`src/rtl/sts_pkg.sv`:
```
// constants and types for the self-test sequencer
package sts_pkg;
   localparam int STS_NUM_LOGIC = 6;
   localparam int STS_NUM_MEM = 8;
   localparam int STS_SHIFT_CYCLES = 50;
   localparam int STS_CAPTURE_CYCLES = 25;
   localparam int STS_PATTERN_CYCLES = STS_SHIFT_CYCLES + STS_CAPTURE_CYCLES;
   localparam int STS_PCS_W = 16;
   localparam int STS_SHS_W = 4;
   localparam int STS_WDG_W = 8;
   // access watchdog length in clock cycles (hard coded)
   localparam logic [7:0] STS_WDG_RELOAD = 8'h3c;
   // key codes, values arbitrary
   localparam logic [31:0] STS_KEY1 = 32'h1234abcd;
   localparam logic [31:0] STS_KEY2 = 32'hedcb4321;
   localparam logic STS_CLK_PLL = 1'b0;
   localparam logic STS_CLK_RC = 1'b1;
   typedef enum logic [1:0] {
      STS_LK_LOCKED,
      STS_LK_HALF,
      STS_LK_OPEN
   } sts_lock_t;
   typedef enum logic [2:0] {
      STS_IDLE,
      STS_MEM,
      STS_GAP,
      STS_LOGIC,
      STS_DONE,
      STS_FAULT
   } sts_state_t;
endpackage : sts_pkg

```
`src/rtl/sts_key_guard.sv`:
```
// key unlock and access watchdog
`timescale 1ns/1ps
module sts_key_guard import sts_pkg::*; (
   // clock and reset
   input wire logic sys_clk,
   input wire logic reset_n,
   // key writes and run status
   input wire logic key_wr,
   input wire logic [31:0] key_data,
   input wire logic run_started,
   // status
   output logic unlocked,
   output logic wdg_timeout
);
   sts_lock_t lock_r;
   sts_lock_t lock_nxt;
   logic [STS_WDG_W-1:0] wdg_r;
   logic [STS_WDG_W-1:0] wdg_nxt;
   logic to_r;
   wire is_k1 = key_wr && key_data == STS_KEY1;
   wire is_k2 = key_wr && key_data == STS_KEY2;
   wire expire = lock_r == STS_LK_OPEN && !run_started && wdg_r == '0;

   always_comb begin
      lock_nxt = lock_r;
      wdg_nxt = wdg_r;
      case (lock_r)
         STS_LK_LOCKED: if (is_k1) lock_nxt = STS_LK_HALF;
         STS_LK_HALF: begin
            if (is_k2) begin
               lock_nxt = STS_LK_OPEN;
               wdg_nxt = STS_WDG_RELOAD;
            end else if (key_wr) begin
               lock_nxt = STS_LK_LOCKED;
            end
         end
         STS_LK_OPEN: begin
            if (expire) begin
               lock_nxt = STS_LK_LOCKED;
            end else if (is_k2) begin
               wdg_nxt = STS_WDG_RELOAD;
            end else if (!run_started) begin
               wdg_nxt = wdg_r - 1'b1;
            end
         end
         default: lock_nxt = STS_LK_LOCKED;
      endcase
   end

   always_ff @(posedge sys_clk or negedge reset_n) begin
      if (!reset_n) begin
         lock_r <= STS_LK_LOCKED;
         wdg_r <= '0;
         to_r <= 1'b0;
      end else begin
         lock_r <= lock_nxt;
         wdg_r <= wdg_nxt;
         if (expire) to_r <= 1'b1;
         else if (lock_r == STS_LK_HALF && is_k2) to_r <= 1'b0;
      end
   end

   assign unlocked = lock_r == STS_LK_OPEN;
   assign wdg_timeout = to_r;
endmodule : sts_key_guard

```
`src/rtl/sts_logic_pacer.sv`:
```
// paces one logic partition test: patterns of shift and capture cycles
`timescale 1ns/1ps
module sts_logic_pacer import sts_pkg::*; (
   // clock and reset
   input wire logic sys_clk,
   input wire logic reset_n,
   // control
   input wire logic start,
   input wire logic [STS_PCS_W-1:0] pattern_stop_count,
   input wire logic [STS_SHS_W-1:0] shift_speed_field,
   // pacing outputs
   output logic busy,
   output logic cycle_strobe,
   output logic capture_phase,
   output logic done
);
   logic busy_r;
   logic [STS_SHS_W-1:0] stretch_r;
   logic [6:0] cyc_r;
   logic [STS_PCS_W-1:0] pat_r;
   logic done_r;
   wire step = busy_r && stretch_r == shift_speed_field;
   wire last_cyc = cyc_r == 7'(STS_PATTERN_CYCLES - 1);
   wire last_pat = pat_r == pattern_stop_count - 1'b1;

   always_ff @(posedge sys_clk or negedge reset_n) begin
      if (!reset_n) begin
         busy_r <= 1'b0;
         stretch_r <= '0;
         cyc_r <= '0;
         pat_r <= '0;
         done_r <= 1'b0;
      end else begin
         done_r <= 1'b0;
         if (start && !busy_r) begin
            busy_r <= pattern_stop_count != '0;
            done_r <= pattern_stop_count == '0;
            stretch_r <= '0;
            cyc_r <= '0;
            pat_r <= '0;
         end else if (busy_r) begin
            // each cycle lasts shift speed plus one clocks
            stretch_r <= step ? '0 : stretch_r + 1'b1;
            if (step) begin
               cyc_r <= last_cyc ? '0 : cyc_r + 1'b1;
               if (last_cyc) begin
                  pat_r <= pat_r + 1'b1;
                  if (last_pat) begin
                     busy_r <= 1'b0;
                     done_r <= 1'b1;
                  end
               end
            end
         end
      end
   end

   assign busy = busy_r;
   assign done = done_r;
   assign cycle_strobe = step;
   assign capture_phase = busy_r && cyc_r >= 7'(STS_SHIFT_CYCLES);
endmodule : sts_logic_pacer

```
`src/rtl/sts_sequencer.sv`:
```
// self-test sequencer: memory tests, then logic tests, then reset, fault or fail report
`timescale 1ns/1ps
module sts_sequencer import sts_pkg::*; #(
   parameter int NUM_MEM = STS_NUM_MEM,
   parameter int NUM_LOGIC = STS_NUM_LOGIC
) (
   // clock and reset
   input wire logic sys_clk,
   input wire logic reset_n,
   // reset causes that trigger an off-line run
   input wire logic power_up_event,
   input wire logic reset_pin_event,
   input wire logic output_supervision_reset,
   // configuration record loader / software writes
   input wire logic config_record_valid,
   input wire logic key_wr,
   input wire logic [31:0] key_data,
   input wire logic cfg_wr,
   input wire logic online_trigger,
   // memory test configuration
   input wire logic [NUM_MEM-1:0] mem_enable,
   input wire logic [NUM_MEM-1:0] concurrent_mode_select,
   input wire logic [NUM_MEM-1:0] mem_group_sequential,
   input wire logic [NUM_MEM-1:0] mem_same_group_prev,
   // logic test configuration
   input wire logic [NUM_LOGIC-1:0] logic_enable,
   input wire logic [NUM_LOGIC*STS_PCS_W-1:0] logic_pattern_count_reg,
   input wire logic [NUM_LOGIC*STS_SHS_W-1:0] logic_partition_control,
   // fault mapping
   input wire logic [NUM_LOGIC-1:0] logic_fault_unrecoverable,
   input wire logic [NUM_MEM-1:0] mem_fault_unrecoverable,
   // memory self-test controllers
   output logic [NUM_MEM-1:0] memory_self_test_start,
   input wire logic [NUM_MEM-1:0] memory_self_test_done,
   input wire logic [NUM_MEM-1:0] memory_self_test_fail,
   // logic self-test controllers
   output logic [NUM_LOGIC-1:0] logic_self_test_run,
   output logic logic_cycle_strobe,
   output logic logic_capture_phase,
   input wire logic [NUM_LOGIC-1:0] logic_self_test_fail,
   // clock, reset and status
   output logic clk_sel_rc,
   output logic chip_reset_req,
   output logic hold_in_reset,
   output logic fault_external,
   output logic fail_report,
   output logic busy,
   output logic access_unlocked,
   output logic wdg_timeout_err
);
   sts_state_t state_r;
   sts_state_t state_nxt;
   logic offline_r;
   logic [NUM_MEM-1:0] mem_pend_r;
   logic [NUM_MEM-1:0] mem_run_r;
   logic [NUM_LOGIC-1:0] lg_pend_r;
   logic [2:0] lg_idx_r;
   logic lg_start_r;
   logic fail_unrec_r;
   logic fail_rec_r;
   logic clk_rc_r;
   logic chip_rst_r;
   logic hold_r;
   logic fault_ext_r;
   logic fail_rep_r;
   logic busy_r;
   logic unl_r;
   logic to_r;
   logic [NUM_LOGIC-1:0] lg_run_r;
   logic strobe_r;
   logic capt_r;

   logic unlocked;
   logic wdg_to;
   logic pc_busy;
   logic pc_strobe;
   logic pc_capt;
   logic pc_done;
   logic [NUM_MEM-1:0] mem_launch;
   logic [NUM_MEM-1:0] mem_done_now;
   logic [NUM_LOGIC-1:0] lg_fail_sel;
   logic [NUM_LOGIC-1:0] lg_run_nxt;

   wire run_started = state_r != STS_IDLE;
   wire reset_cause = power_up_event | reset_pin_event |
      output_supervision_reset;
   // offline start after records loaded while held in reset
   wire go_offline = reset_cause && config_record_valid &&
      unlocked;
   wire go_online = online_trigger && unlocked && !wdg_to;
   wire mem_all_done = mem_pend_r == '0 && mem_run_r == '0;
   wire mem_fail_now = |(memory_self_test_done & memory_self_test_fail &
      mem_run_r);
   wire mem_unrec_now = |(memory_self_test_done & memory_self_test_fail &
      mem_run_r & mem_fault_unrecoverable);
   wire [STS_PCS_W-1:0] cur_pcs =
      logic_pattern_count_reg[lg_idx_r*STS_PCS_W +: STS_PCS_W];
   wire [STS_SHS_W-1:0] cur_shs =
      logic_partition_control[lg_idx_r*STS_SHS_W +: STS_SHS_W];
   wire lg_fail_now = pc_done && |lg_fail_sel;
   wire lg_unrec_now = pc_done && |(lg_fail_sel & logic_fault_unrecoverable);
   wire lg_last = lg_pend_r == '0 && !pc_busy && !lg_start_r;
   wire any_fail = fail_unrec_r | fail_rec_r;
   // next values of the registered outputs
   // off-line gaps run from the RC oscillator, on-line gaps stay on the PLL
   wire clk_rc_nxt = (offline_r && state_r == STS_GAP) ? STS_CLK_RC :
      STS_CLK_PLL;
   // a failed off-line run must not release the chip from reset
   wire chip_rst_nxt = state_r == STS_DONE &&
      !(offline_r && any_fail);
   wire hold_nxt = state_r == STS_FAULT && offline_r;
   wire fault_ext_nxt = state_r == STS_FAULT;
   wire busy_nxt = state_r != STS_IDLE && state_r != STS_DONE &&
      state_r != STS_FAULT;
   // key access is only reported while no run has been started
   wire unl_nxt = unlocked && !run_started;
   wire [NUM_MEM-1:0] mem_start_nxt = state_r == STS_MEM ? mem_launch :
      '0;

   assign mem_done_now = memory_self_test_done & mem_run_r;

   // memory launch decision, one slot per partition
   genvar gi;
   generate
      for (gi = 0; gi < NUM_MEM; gi++) begin : g_mem
         if (gi == 0) begin : g_first
            assign mem_launch[gi] = mem_pend_r[gi];
         end else begin : g_rest
            // a partition may start beside a concurrent predecessor
            // unless both share a sequential group
            wire blocked_seq = mem_same_group_prev[gi] &&
               mem_group_sequential[gi] &&
               (mem_pend_r[gi-1] || mem_run_r[gi-1]);
            // one behind a non-concurrent predecessor waits for all earlier to end
            wire blocked_ord = !concurrent_mode_select[gi-1] &&
               (|mem_pend_r[gi-1:0] || |mem_run_r[gi-1:0]);
            wire blocked_any = (|mem_pend_r[gi-1:0]) &&
               !concurrent_mode_select[gi-1];
            assign mem_launch[gi] = mem_pend_r[gi] && !blocked_seq &&
               !blocked_ord && !blocked_any;
         end
      end
      for (gi = 0; gi < NUM_LOGIC; gi++) begin : g_lfail
         assign lg_fail_sel[gi] = logic_self_test_fail[gi] &&
            lg_idx_r == 3'(gi);
      end
      for (gi = 0; gi < NUM_LOGIC; gi++) begin : g_lrun
         assign lg_run_nxt[gi] = pc_busy && lg_idx_r == 3'(gi);
      end
   endgenerate

   sts_key_guard u_key (
      .sys_clk(sys_clk),
      .reset_n(reset_n),
      .key_wr(key_wr),
      .key_data(key_data),
      .run_started(run_started),
      .unlocked(unlocked),
      .wdg_timeout(wdg_to)
   );

   sts_logic_pacer u_pacer (
      .sys_clk(sys_clk),
      .reset_n(reset_n),
      .start(lg_start_r),
      .pattern_stop_count(cur_pcs),
      .shift_speed_field(cur_shs),
      .busy(pc_busy),
      .cycle_strobe(pc_strobe),
      .capture_phase(pc_capt),
      .done(pc_done)
   );

   always_comb begin
      state_nxt = state_r;
      case (state_r)
         STS_IDLE: if (go_offline || go_online) state_nxt = STS_MEM;
         STS_MEM: begin
            if (mem_unrec_now) state_nxt = STS_FAULT;
            else if (mem_all_done) state_nxt = STS_GAP;
         end
         // one cycle with no partition running between tests
         STS_GAP: state_nxt = lg_pend_r == '0 ? STS_DONE : STS_LOGIC;
         STS_LOGIC: begin
            if (lg_unrec_now) state_nxt = STS_FAULT;
            else if (pc_done && lg_last) state_nxt = STS_DONE;
            else if (pc_done) state_nxt = STS_GAP;
         end
         STS_DONE: state_nxt = STS_DONE;
         STS_FAULT: state_nxt = STS_FAULT;
         default: state_nxt = STS_IDLE;
      endcase
   end

   always_ff @(posedge sys_clk or negedge reset_n) begin
      if (!reset_n) begin
         state_r <= STS_IDLE;
         offline_r <= 1'b0;
         mem_pend_r <= '0;
         mem_run_r <= '0;
         lg_pend_r <= '0;
         lg_idx_r <= '0;
         lg_start_r <= 1'b0;
         fail_unrec_r <= 1'b0;
         fail_rec_r <= 1'b0;
      end else begin
         state_r <= state_nxt;
         lg_start_r <= 1'b0;
         if (state_r == STS_IDLE && (go_offline || go_online)) begin
            offline_r <= go_offline;
            mem_pend_r <= mem_enable;
            lg_pend_r <= logic_enable;
         end
         if (state_r == STS_MEM) begin
            mem_pend_r <= mem_pend_r & ~mem_launch;
            // controller decides its own length; wait for its done
            mem_run_r <= (mem_run_r & ~mem_done_now) | mem_launch;
         end
         if (state_r == STS_GAP && lg_pend_r != '0 && !pc_busy) begin
            lg_start_r <= 1'b1;
            for (int i = NUM_LOGIC - 1; i >= 0; i--) begin
               if (lg_pend_r[i]) lg_idx_r <= 3'(i);
            end
         end
         if (lg_start_r) lg_pend_r[lg_idx_r] <= 1'b0;
         // recoverable faults are only noted; the run carries on to its end
         if (mem_fail_now && !mem_unrec_now) fail_rec_r <= 1'b1;
         if (lg_fail_now && !lg_unrec_now) fail_rec_r <= 1'b1;
         if (mem_unrec_now || lg_unrec_now) fail_unrec_r <= 1'b1;
      end
   end

   // registered outputs
   always_ff @(posedge sys_clk or negedge reset_n) begin
      if (!reset_n) begin
         clk_rc_r <= STS_CLK_PLL;
         chip_rst_r <= 1'b0;
         hold_r <= 1'b0;
         fault_ext_r <= 1'b0;
         fail_rep_r <= 1'b0;
         busy_r <= 1'b0;
         unl_r <= 1'b0;
         to_r <= 1'b0;
         lg_run_r <= '0;
         strobe_r <= 1'b0;
         capt_r <= 1'b0;
      end else begin
         clk_rc_r <= clk_rc_nxt;
         chip_rst_r <= chip_rst_nxt;
         hold_r <= hold_nxt;
         fault_ext_r <= fault_ext_nxt;
         fail_rep_r <= fail_rec_r;
         busy_r <= busy_nxt;
         unl_r <= unl_nxt;
         to_r <= wdg_to;
         lg_run_r <= lg_run_nxt;
         strobe_r <= pc_strobe;
         capt_r <= pc_capt;
      end
   end

   // memory start strobes are registered in a process of their own
   logic [NUM_MEM-1:0] mem_start_r;
   always_ff @(posedge sys_clk or negedge reset_n) begin
      if (!reset_n) mem_start_r <= '0;
      else mem_start_r <= mem_start_nxt;
   end

   assign memory_self_test_start = mem_start_r;
   assign logic_self_test_run = lg_run_r;
   assign logic_cycle_strobe = strobe_r;
   assign logic_capture_phase = capt_r;
   assign clk_sel_rc = clk_rc_r;
   assign chip_reset_req = chip_rst_r;
   assign hold_in_reset = hold_r;
   assign fault_external = fault_ext_r;
   assign fail_report = fail_rep_r;
   assign busy = busy_r;
   assign access_unlocked = unl_r;
   assign wdg_timeout_err = to_r;
   // cfg_wr is accepted only while the key guard reports unlocked, even during a run
   wire cfg_ignored = cfg_wr && !unlocked;
endmodule : sts_sequencer

```
`config.mk`:
```
export PLATFORM = sky130hd
export DESIGN_NAME = sts_sequencer
export DESIGN_NICKNAME = d
export VERILOG_FILES = /design/src/rtl/sts_pkg.sv /design/src/rtl/sts_key_guard.sv /design/src/rtl/sts_logic_pacer.sv /design/src/rtl/sts_sequencer.sv
export SDC_FILE = /design/constraint.sdc
export NUM_CORES = 1
export LEC_CHECK = 0
export ABC_AREA = 0
export BUFFER_PORTS_ARGS = -buffer_cell sky130_fd_sc_hd__buf_2
export CORE_MARGIN = 4
export CORE_UTILIZATION = 51
export CTS_BUF_LIST = sky130_fd_sc_hd__clkbuf_4
export CTS_CLUSTER_SIZE = 30
export DETAILED_ROUTE_END_ITERATION = 10
export GPL_TIMING_DRIVEN = 0
export HOLD_SLACK_MARGIN = 0.02
export PLACE_DENSITY = 0.88
export SKIP_LAST_GASP = 1
export SLEW_MARGIN = 20
export SYNTH_ARGS = -nofsm -noshare
export SYNTH_HDL_FRONTEND = slang
export SYNTH_SLANG_ARGS = --single-unit
```
`constraint.sdc`:
```
create_clock -name sys_clk -period 3.5 [get_ports sys_clk]
set_input_delay 0.35 -clock sys_clk [delete_from_list [all_inputs] [get_ports sys_clk]]
set_output_delay 0.35 -clock sys_clk [all_outputs]
set_load 0.05 [all_outputs]
```
### Word-level counts from Yosys, hierarchy flattened

Index checks and enable logic that the tools add are counted.

| operators by class | value |
|---|---|
| $add $sub $neg | 5 |
| magnitude comparators | 3 |
| equality and inequality tests | 28 |
| shift operators | 2 |
| multiplexer cells | 58 |
| bitwise logic cells | 15 |
| reduce and logical (&&, ||, !) cells | 181 |

Operator list:

| cell | number |
|---|---|
| variable part select 96 x 8 -> 16 bit | 1 |
| logical AND 1 bit | 91 |
| two-way mux 16 bit | 4 |
| two-way mux 8 bit | 7 |
| bitwise AND 8 bit | 6 |
| two-way mux 3 bit | 13 |
| logical NOT 1 bit | 35 |
| == test 32 x 29 -> 1 bit (second input constant) | 1 |
| == test 32 bit (second input constant) | 1 |
| two-way mux 7 bit | 4 |
| logical NOT 8 bit | 3 |
| OR reduction 6 bit | 4 |
| variable part select 24 x 6 -> 4 bit | 1 |
| one-hot mux 3 bit (6 select lines) | 1 |
| two-way mux 1 bit | 17 |
| adder 16 x 1 -> 16 bit (second input constant) | 1 |
| == test 16 bit | 1 |
| logical NOT 16 bit | 1 |
| inverter 8 bit | 2 |
| one-hot mux 8 bit (2 select lines) | 1 |
| nonzero test 16 bit | 1 |
| OR reduction 8 bit | 2 |
| subtractor 16 x 1 -> 16 bit (second input constant) | 1 |
| logical OR 1 bit | 15 |
| other kinds (41) | 78 |

| storage, ports and cells | value |
|---|---|
| register bits after elaboration | 96 |
| output and inout bits | 24 |
| word-level logic and storage cells | 321 |

### Depth between registers and ports, before layout

Gate-level depths: netlist of run 1.

| logic depth | value |
|---|---|
| depth in word-level cells | 9 |
| depth in mapped cells | 14 |
| gate-level depth less buffers | 10 |

### Modules after synthesis

From an unflattened synthesis of run 1, not the netlist that was laid out.

| second synthesis, totals | value |
|---|---|
| cells, all modules | 701 |
| area total of the unflattened synthesis | 6642.6 um^2 |

By module, submodules not included:

| module | instances | cells each | area an instance (um^2) |
|---|---|---|---|
| sts_sequencer | 1 | 358 | 3614.7 |
| sts_logic_pacer | 1 | 242 | 2108.3 |
| sts_key_guard | 1 | 101 | 919.6 |

### Least setup slack after synthesis of run 1

OpenSTA, ideal clock, no wires.

| path | value |
|---|---|
| path type | register to register |
| start point | register lg_idx_r[0] |
| end point | register u_pacer.busy_r (netlist: u_pacer.busy) |
| library setup time | 140 ps |
| arrival time | 2781 ps |
| data required time | 3360 ps |
| slack | 579 ps |
| stages on the path, launching flop included | 14 |
| path buffers | 3 |
| period minus slack after synthesis | 2921 ps |
| cell sequence | dfrtp_1 -> buf_6 -> buf_2 -> buf_2 -> mux2i_1 -> nor2_1 -> a21oi_1 -> ha_1 -> and3_1 -> nand3_1 -> or2_0 -> or4_1 -> a22oi_1 -> a31oi_1 |

| on the way | value |
|---|---|
| word-level cells in the longest chain between the ends | 8 |
| elaborated cells on any way between the ends | 12 |
| those cells by class | add/sub: 1; eq/ne: 2; shift: 2; mux: 5; reduce/logical: 2 |

Ends and longest elaborated chain:

| item | RTL line | source |
|---|---|---|
| start: declaration | sts_sequencer.sv:57 | `logic [2:0] lg_idx_r;` |
| start signal: assignment | sts_sequencer.sv:222 | `if (lg_pend_r[i]) lg_idx_r <= 3'(i);` |
| variable part select 96 x 8 -> 16 bit | sts_sequencer.sv:97 | `logic_pattern_count_reg[lg_idx_r*STS_PCS_W +: STS_PCS_W];` |
| subtractor 16 x 1 -> 16 bit | sts_logic_pacer.sv:24 | `wire last_pat = pat_r == pattern_stop_count - 1'b1;` |
| == test 16 bit | sts_logic_pacer.sv:24 |  |
| two-way mux 1 bit | sts_logic_pacer.sv:48 | `if (last_pat) begin` |
| two-way mux 1 bit | sts_logic_pacer.sv:46 | `if (last_cyc) begin` |
| two-way mux 1 bit | sts_logic_pacer.sv:44 | `if (step) begin` |
| two-way mux 1 bit | sts_logic_pacer.sv:41 | `end else if (busy_r) begin` |
| two-way mux 1 bit (*) | sts_logic_pacer.sv:35 | `if (start && !busy_r) begin` |
| end signal: assignment | sts_logic_pacer.sv:28 | `busy_r <= 1'b0;` |
| end signal: assignment | sts_logic_pacer.sv:36 | `busy_r <= pattern_stop_count != '0;` |
| end signal: assignment | sts_logic_pacer.sv:49 | `busy_r <= 1'b0;` |
| end: declaration | sts_logic_pacer.sv:17 | `logic busy_r;` |

Mark *: on every way between the ends. The rest lies on a longest branch, timed or not.
A chain may end at the register's enable or synchronous reset.

### Final worst setup path of run 1

Ends and elaborated chain as after synthesis.

==> summary.txt, run 1 <==
Drt
  • Vias: between 6000 and 7000
  • First drt pass iteration count: 5
  • Antenna-violating nets left: 0
  • Routed wire per std cell: 17.4 um
  • DRC errors left: 0
  • Initial DRC Count: approximately 670
  • Per-cell via count in the routed design: 5.85
  • WL final: 20.2 mm

Pwr
  • Relative contribution of the clock network to total power: between 10% and 20%
  • Net load switching power: 0.00256 W
  • Internal power: around 0.0028 W
  • Total power per unit cell area: 654 nW/um^2
  • Proportion of total power due to net switching: 47.9%
  • Relative contribution of combinational cells to total power: 60.5%
  • Standby leakage power: 3.90 nW
  • Sequential share of power: 28.8%
  • Worst voltage drop across the vdd grid: slightly below 0.4 mV

Floorplanning
  • Starting Density: between 50% and 60%
  • Die extent in x: 121 um
  • Row cnt: 40
  • DIE HEIGHT: 121 um
  • Total die area: 14600 um^2
  • Core area: roughly 12000 um^2
  • I/O pin total: 259

Layout
  • Most common cell after layout, fill and taps aside: sky130_fd_sc_hd__buf_2
  • Share of cells above drive strength 1: between 30% and 40%
  • Layout Area Growth over Synthesis: 25.8%
  • Most frequent cells in the layout: sky130_fd_sc_hd__buf_2 (257), sky130_fd_sc_hd__dfrtp_1 (96), sky130_fd_sc_hd__nor2_1 (81)
  • Fin nets: 1230
  • Final Util: approximately 67%
  • Fillcell total: 1014

Global routing
  • Met1 GRT Util: 35.3%
  • Initial antenna violation count: 0
  • Congestion Overflow GR: 0
  • Met3 track demand over resource in global routing: under 10%
  • Met2 usage: 46.7%
  • Vias in the first global route: 6446
  • Busiest grt layer: met2
  • GRT Total Usage: 26.9%
  • First-pass GRT wire length: 31.5 mm
  • Largest net degree at the start of global routing: 59

STA
  • Ratio of final minimum period to clock period: 94.1%
  • Final max-slew violation count: 0
  • Final setup vio count: 0
  • Total Neg Setup Slack: 0 ns
  • Worst setup slack after layout: 0.207 ns
  • Highest achievable clock rate: between 300 and 400 MHz
  • Unrepaired setup endpoints after global routing: false
  • Slew HR: between 50% and 60%
  • Shortest clock period the worst path allows after layout: 3.29 ns
  • Largest clock skew in the final design: around 0.017 ns
  • Worst-margin pin slew: 0.704 ns
  • Minimum hold slack: 0.0843 ns
  • Total count of hold-check failures in the final report: 0

Logic synthesis
  • Ys flop type: sky130_fd_sc_hd__dfrtp_1
  • Count of synthesis-stage warnings from yosys: 0
  • Cells after Synth: 722
  • Cell variety after synth: 69
  • Synthesized netlist net count: 963
  • Average cell area after synthesis: between 9 and 10 um^2
  • Flip-flop and latch count after synthesis: 96
  • Portion of the post-synthesis area used by sequential elements: roughly 37%
  • Number of flops mapped to enable cells by yosys: 0
  • Syn Std Cell Area: 6500 um^2
  • Share of async-settable or async-resettable flops after synthesis: 100%

Setup path
  • Worst Path Max Fanout: 10
  • WS Path Type: flop to flop
  • CP Data Required Time: around 3.8 ns
  • Arrival time worst endpoint: 3.63 ns
  • Critical Path Sink Type: flop
  • Startpoint type of the worst setup path: flop

Outcome
  • Outcome: completed

Placed design
  • Final weighted congestion in routability-driven placement: 0.948
  • DP HPWL: 16.2 mm
  • IO Port Bufs: between 200 and 300
  • Pre-CTS setup slack: -0.0694 ns

CTS
  • Post-CTS clock slew at the launch and capture registers of the worst setup and hold paths: 0.17 ns
  • Number of buffers created by CTS: 9
  • Buffer depth of the longest clock path: 2
  • Root buffer selected by CTS: sky130_fd_sc_hd__clkbuf_4
  • TritonCTS clock tree: built
  • Number of clock sinks seen by CTS: 96
  • H-tree Lvls: 3
  • Clock latency reported for the late side of the worst-skew pair: 0.47 ns

Run
  • Number of maximum-capacitance violations: 0

Hold path
  • Hold Crit Class: input pin to flop
-- flip-flops by register name, summed over array words and instances (netlist names), 2 cells and up --
register / count
lg_idx_r: 3
lg_pend_r: 6
logic_self_test_run: 6
mem_pend_r: 8
mem_run_r: 8
memory_self_test_start: 8
state_r: 3
u_key.lock_r: 2
u_key.wdg_r: 8
u_pacer.cyc_r: 7
u_pacer.pat_r: 16
u_pacer.stretch_r: 4
-- final cells by class --
type / count / area, um^2 / share of cell area (%)
Clock buffer: 9 / 67.6 / 0.826
Sequential cell: 96 / 2400 / 29.4
Antenna cell: 1 / 2.50 / 0.0306
Multi-Input combinational cell: 570 / 3860 / 47.2
Timing Repair Buffer: 257 / 1320 / 16.1
Clock inverter: 7 / 61.3 / 0.750
Tap cell: 168 / 210 / 2.57
Inverter: 23 / 86.3 / 1.06
Buffer: 32 / 169 / 2.07
-- layer usage --
layer / up-vias / share of wire (%)
met2: 322 / 50
met4: 0 / 1.7
li1: 3222 / -
met5: - / 0
met3: 37 / 8.1
met1: 3219 / 41
-- critical path, stage by stage (launching register included) --
cell and delay [ns]:
sky130_fd_sc_hd__dfrtp_1 0.37, sky130_fd_sc_hd__buf_6 0.15, sky130_fd_sc_hd__buf_4 0.24, sky130_fd_sc_hd__buf_4 0.24, sky130_fd_sc_hd__mux2i_1 0.26, sky130_fd_sc_hd__nor2_1 0.06
sky130_fd_sc_hd__a21oi_1 0.13, sky130_fd_sc_hd__ha_1 0.21, sky130_fd_sc_hd__and3_1 0.22, sky130_fd_sc_hd__nand3_1 0.18, sky130_fd_sc_hd__or2_0 0.26, sky130_fd_sc_hd__or4_1 0.50
sky130_fd_sc_hd__a22oi_2 0.23, sky130_fd_sc_hd__a31oi_1 0.11
-- timing repair --
action                                 in CTS  in global routing
endpoints found under the hold margin      38                  0
buffers inserted                            0                  0
hold buffers                                1                  0
resized for setup                           2                 13
setup endpoints to repair                   2                  2
-- stage by stage --
step | area [um^2] | std cells | power (W)
floorplan | 6500 | 722 | 0.00387
global placement | 7980 | 1144 | 0.00465
detailed placement | 8020 | 1146 | 0.00472
CTS | 8160 | 1162 | 0.00529
global route | 8180 | 1162 | 0.00569
finish | 8180 | 1163 | 0.00535
-- cell families (layout without fill, tap and decap cells) --
group | Yosys count | in the layout | synth area share, %
buf+inv | 56 | 328 | 3.89
compound gates | 150 | 150 | 16.0
fa+ha+maj | 6 | 6 | 1.15
mux | 53 | 53 | 11.0
simple gates | 322 | 322 | 25.5
other cells | 0 | 1 | 0
xor+xnor | 39 | 39 | 5.47
flops | 96 | 96 | 37.0
-- cell usage after synthesis, types with 5 or more instances --
cell type | number | share of area (%)
sky130_fd_sc_hd__a31oi_1 | 8 | 0.77
sky130_fd_sc_hd__mux2_2 | 10 | 1.7
sky130_fd_sc_hd__a22oi_1 | 9 | 1.0
sky130_fd_sc_hd__o211ai_1 | 6 | 0.69
sky130_fd_sc_hd__and2_1 | 7 | 0.67
sky130_fd_sc_hd__clkbuf_1 | 19 | 1.1
sky130_fd_sc_hd__mux2i_1 | 29 | 4.5
sky130_fd_sc_hd__xor2_1 | 14 | 1.9
sky130_fd_sc_hd__nor4_1 | 18 | 1.7
sky130_fd_sc_hd__a21oi_1 | 25 | 1.9
sky130_fd_sc_hd__o31ai_1 | 5 | 0.58
sky130_fd_sc_hd__nor4b_1 | 5 | 0.67
sky130_fd_sc_hd__nand4_1 | 17 | 1.6
sky130_fd_sc_hd__nor2b_1 | 10 | 0.96
sky130_fd_sc_hd__xnor2_1 | 24 | 3.2
sky130_fd_sc_hd__or4_1 | 5 | 0.58
sky130_fd_sc_hd__or3_1 | 6 | 0.58
sky130_fd_sc_hd__o22ai_1 | 7 | 0.67
sky130_fd_sc_hd__ha_1 | 6 | 1.2
sky130_fd_sc_hd__nor4bb_1 | 6 | 0.92
sky130_fd_sc_hd__nand2b_1 | 10 | 0.96
sky130_fd_sc_hd__o21ai_0 | 39 | 3.0
sky130_fd_sc_hd__buf_2 | 6 | 0.46
sky130_fd_sc_hd__nand3b_1 | 5 | 0.58
sky130_fd_sc_hd__and3_1 | 20 | 1.9
sky130_fd_sc_hd__mux4_2 | 14 | 4.9
sky130_fd_sc_hd__a21o_1 | 9 | 1.0
sky130_fd_sc_hd__nand2_1 | 68 | 3.9
sky130_fd_sc_hd__dfrtp_1 | 96 | 37
sky130_fd_sc_hd__nand3_1 | 27 | 2.1
sky130_fd_sc_hd__nor3_1 | 24 | 1.8
sky130_fd_sc_hd__nor2_1 | 81 | 4.7
sky130_fd_sc_hd__inv_1 | 22 | 1.3
-- final timing paths --
path                       slack, ns              start                        end  cells after the start
min in group asynchronous       0.33            reset_n  memory_self_test_start[1]                      2
hold reg to reg                 0.42  u_key.wdg_timeout            wdg_timeout_err                      0
max in group asynchronous       2.56            reset_n           u_pacer.pat_r[6]                      3
hold / removal                  0.08      mem_enable[7]              mem_pend_r[7]                      3
setup / recovery                0.21        lg_idx_r[0]               u_pacer.busy                     13
setup reg to reg                0.21        lg_idx_r[0]               u_pacer.busy                     13
-- power by group through the flow --
stage               logic, W  registers, W  clock network (W)
floorplan            0.00218       0.00168                  0
global placement     0.00310       0.00155                  0
detailed placement   0.00316       0.00156                  0
CTS                  0.00317       0.00153           0.000587
global route         0.00349       0.00157           0.000639
finish               0.00323       0.00154           0.000572
Note: power is estimated with default switching activity, not from simulation.
==> inputs of run 2 (changes only) <==
--- a/config.mk
+++ b/config.mk
@@ -9,10 +9,9 @@
 export BUFFER_PORTS_ARGS = -buffer_cell sky130_fd_sc_hd__buf_2
 export CORE_MARGIN = 4
 export CORE_UTILIZATION = 51
-export CTS_BUF_LIST = sky130_fd_sc_hd__clkbuf_4
+export CTS_BUF_LIST = sky130_fd_sc_hd__clkbuf_2 sky130_fd_sc_hd__clkbuf_4 sky130_fd_sc_hd__clkbuf_8
 export CTS_CLUSTER_SIZE = 30
 export DETAILED_ROUTE_END_ITERATION = 10
-export GPL_TIMING_DRIVEN = 0
 export HOLD_SLACK_MARGIN = 0.02
 export PLACE_DENSITY = 0.88
 export SKIP_LAST_GASP = 1
==> run 2 against run 1 <==
  * Die area did not move
  * Highest routed layer unchanged
  * Design area increased by 0.28%
  * Global-route usage down 0.65 points
  * Cell count decreased by 1.1%
==> summary.txt, run 2 (synthesis gave the netlist of run 1 again) <==
Floorplanning
  • Core area: 12300 um^2 (unchanged)
  • I/O pin total: 259 (unchanged)
  • Total die area: 14600 um^2 (unchanged)
  • DIE HEIGHT: 121 um (unchanged)
  • Die extent in x: 121 um (unchanged)
  • Starting Density: 53.0% (unchanged)
  • Row cnt: 40 (unchanged)

CTS
  • Number of clock sinks seen by CTS: 96 (unchanged)
  • Post-cts hold buffer count: 0 (was 1)
  • Post-CTS clock slew at the launch and capture registers of the worst setup and hold paths: 0.11 ns (was 0.17 ns)
  • Buffer depth of the longest clock path: 2 (unchanged)
  • Post-CTS Resized: 0 (was 2)
  • Clock latency reported for the late side of the worst-skew pair: 0.36 ns (was 0.47 ns)
  • TritonCTS clock tree: built (unchanged)
  • Number of buffers inserted by post-CTS setup repair: 0 (unchanged)
  • H-tree Lvls: 3 (unchanged)
  • Root buffer selected by CTS: sky130_fd_sc_hd__clkbuf_8 (was sky130_fd_sc_hd__clkbuf_4)
  • Number of buffers created by CTS: 9 (unchanged)

Setup path
  • Worst Path Max Fanout: 12 (was 10)
  • WS Path Type: flop to flop (unchanged)
  • CP Data Required Time: 3.72 ns (was 3.84 ns)
  • Cell breakdown of the critical path: buf_4 -> mux4_2 -> o21ai_1 -> o211a_2 -> nand3_1 -> or2_0 -> or4_1 -> a22oi_1 -> a31oi_1 (was buf_6 -> buf_4 -> buf_4 -> mux2i_1 -> nor2_1 -> a21oi_1 -> ha_1 -> and3_1 -> nand3_1 -> or2_0 -> or4_1 -> a22oi_2 -> a31oi_1)
  • Arrival time worst endpoint: 3.52 ns (was 3.63 ns)
  • Worst path top cell family by delay: simple AND/OR/NAND/NOR gates (unchanged)
  • Slowest cell on the critical path: sky130_fd_sc_hd__dfrtp_2 (was sky130_fd_sc_hd__or4_1)
  • CP bufs+invs: 1 (was 3)
  • Critical Path Sink Type: flop (unchanged)
  • Startpoint type of the worst setup path: flop (unchanged)
  • Crit path largest cell delay: 0.60 ns (was 0.50 ns)

Pwr
  • Total power per unit cell area: 665 nW/um^2 (was 654 nW/um^2)
  • Worst voltage drop across the vdd grid: 0.440 mV (was 0.384 mV)
  • Standby leakage power: 3.94 nW (was 3.90 nW)

Global routing
  • Initial antenna violation count: 0 (unchanged)
  • Largest net degree at the start of global routing: 65 (was 59)
  • GRT Total Usage: 26.3% (was 26.9%)
  • Congestion Overflow GR: 0 (unchanged)
  • First-pass GRT wire length: 30.9 mm (was 31.5 mm)
  • Vias in the first global route: 6420 (was 6446)

Hold path
  • Hold Crit Class: input pin to async pin (was input pin to flop)

STA
  • Final setup vio count: 0 (unchanged)
  • Final max-slew violation count: 0 (unchanged)
  • Worst setup slack after layout: 0.199 ns (was 0.207 ns)
  • Unrepaired setup endpoints after global routing: false (unchanged)
  • Total Neg Setup Slack: 0 ns (unchanged)
  • Highest achievable clock rate: 303 MHz (was 304 MHz)
  • Largest clock skew in the final design: 0.0155 ns (was 0.0174 ns)
  • Shortest clock period the worst path allows after layout: 3.30 ns (was 3.29 ns)
  • Worst-margin pin slew: 0.784 ns (was 0.704 ns)
  • Total count of hold-check failures in the final report: 0 (unchanged)
  • Slew HR: 47.7% (was 52.6%)
  • Ratio of final minimum period to clock period: 94.3% (was 94.1%)

Drt
  • Routed wire per std cell: 17.2 um (was 17.4 um)
  • Initial DRC Count: 536 (was 672)
  • DRC errors left: 0 (unchanged)
  • Per-cell via count in the routed design: 5.90 (was 5.85)
  • Antenna-violating nets left: 0 (unchanged)
  • WL final: 19.7 mm (was 20.2 mm)
  • First drt pass iteration count: 5 (unchanged)
  • Vias: 6780 (was 6800)

Layout
  • Share of cells above drive strength 1: 33.7% (was 32.6%)
  • Layout Area Growth over Synthesis: 26.2% (was 25.8%)
  • Most common cell after layout, fill and taps aside: sky130_fd_sc_hd__buf_2 (unchanged)
  • Largest reg by FF count: u_pacer.pat_r (unchanged)
  • Antenna diode count: 0 (was 1)
  • Fin nets: 1218 (was 1230)
  • Most frequent cells in the layout: sky130_fd_sc_hd__buf_2 (253), sky130_fd_sc_hd__dfrtp_1 (95), sky130_fd_sc_hd__nor2_1 (81) (was sky130_fd_sc_hd__buf_2 (257), sky130_fd_sc_hd__dfrtp_1 (96), sky130_fd_sc_hd__nor2_1 (81))
  • Post-route cell area: 8200 um^2 (was 8180 um^2)
  • Flip-flop count of the largest register after layout: 16 (unchanged)

Placed design
  • DP HPWL: 15.7 mm (was 16.2 mm)
  • IO Port Bufs: 254 (unchanged)
  • Post-DP Area: 8000 um^2 (was 8020 um^2)
  • Final weighted congestion in routability-driven placement: 0.929 (was 0.948)
  • Pre-CTS setup slack: 0.246 ns (was -0.0694 ns)

Outcome
  • Outcome: completed (unchanged)

Run
  • Number of maximum-capacitance violations: 0 (unchanged)
-- run 2: changes by cell type in the layout (fill, tap and decap cells not counted), sizes merged --
cell | previous run | this run
clkbuf | 28 | 10
buf | 269 | 277
clkinv | 2 | 1
diode | 1 | 0
dlygate4sd3 | 1 | 0
-- run 2: per-stage QoR --
step | hold WS, ns | total power (W) | utilization [%] | instances
global placement | 0.387 | 0.00463 | 65.3 | 1134
CTS | 0.0753 | 0.00543 | 66.9 | 1150
floorplan | 0.0544 | 0.00387 | - | 722
finish | 0.0512 | 0.00546 | 66.9 | 1150
detailed placement | 0.385 | 0.00471 | 65.3 | 1134
global route | 0.120 | 0.00584 | 66.9 | 1150
-- run 2: area by class of cell --
type,instances,area [um^2]
Inverter,23,86.3
Fill cell,971,4060
Clock buffer,10,138
Timing Repair Buffer,277,1460
Tap cell,168,210
Multi-Input combinational cell,570,3840
Sequential cell,96,2400
Clock inverter,6,58.8
-- run 2: report_power, final --
group	switching, W	leakage, nW	total [W]	internal (W)
sequential	0.000288	1.27	0.00162	0.00134
combinational	0.00180	2.57	0.00312	0.00132
clock	0.000414	0.0988	0.000710	0.000297
-- run 2: path summary, 6_finish.rpt --
kind / slack [ns] / depth (start not counted) / endpoint / startpoint
min reg2reg: 0.40 / 0 / wdg_timeout_err / u_key.wdg_timeout
min in group sys_clk: 0.19 / 3 / mem_pend_r[7] / mem_enable[7]
max reg2reg: 0.20 / 9 / u_pacer.busy / lg_idx_r[0]
min: 0.05 / 1 / memory_self_test_start[0] / reset_n
max: 0.20 / 9 / u_pacer.busy / lg_idx_r[0]
max in group asynchronous: 2.65 / 2 / lg_idx_r[2] / reset_n
-- run 2: layer usage --
layer  global-route usage, %  vias up  wire length, um  share of wire (%)
li1                        -     3196                -                  -
met3                    6.71       22             1910                9.7
met4                    4.75        0              274                1.4
met1                    33.2     3223             7630                 39
met2                    45.8      339             9930                 50
met5                       0        -                0                  0
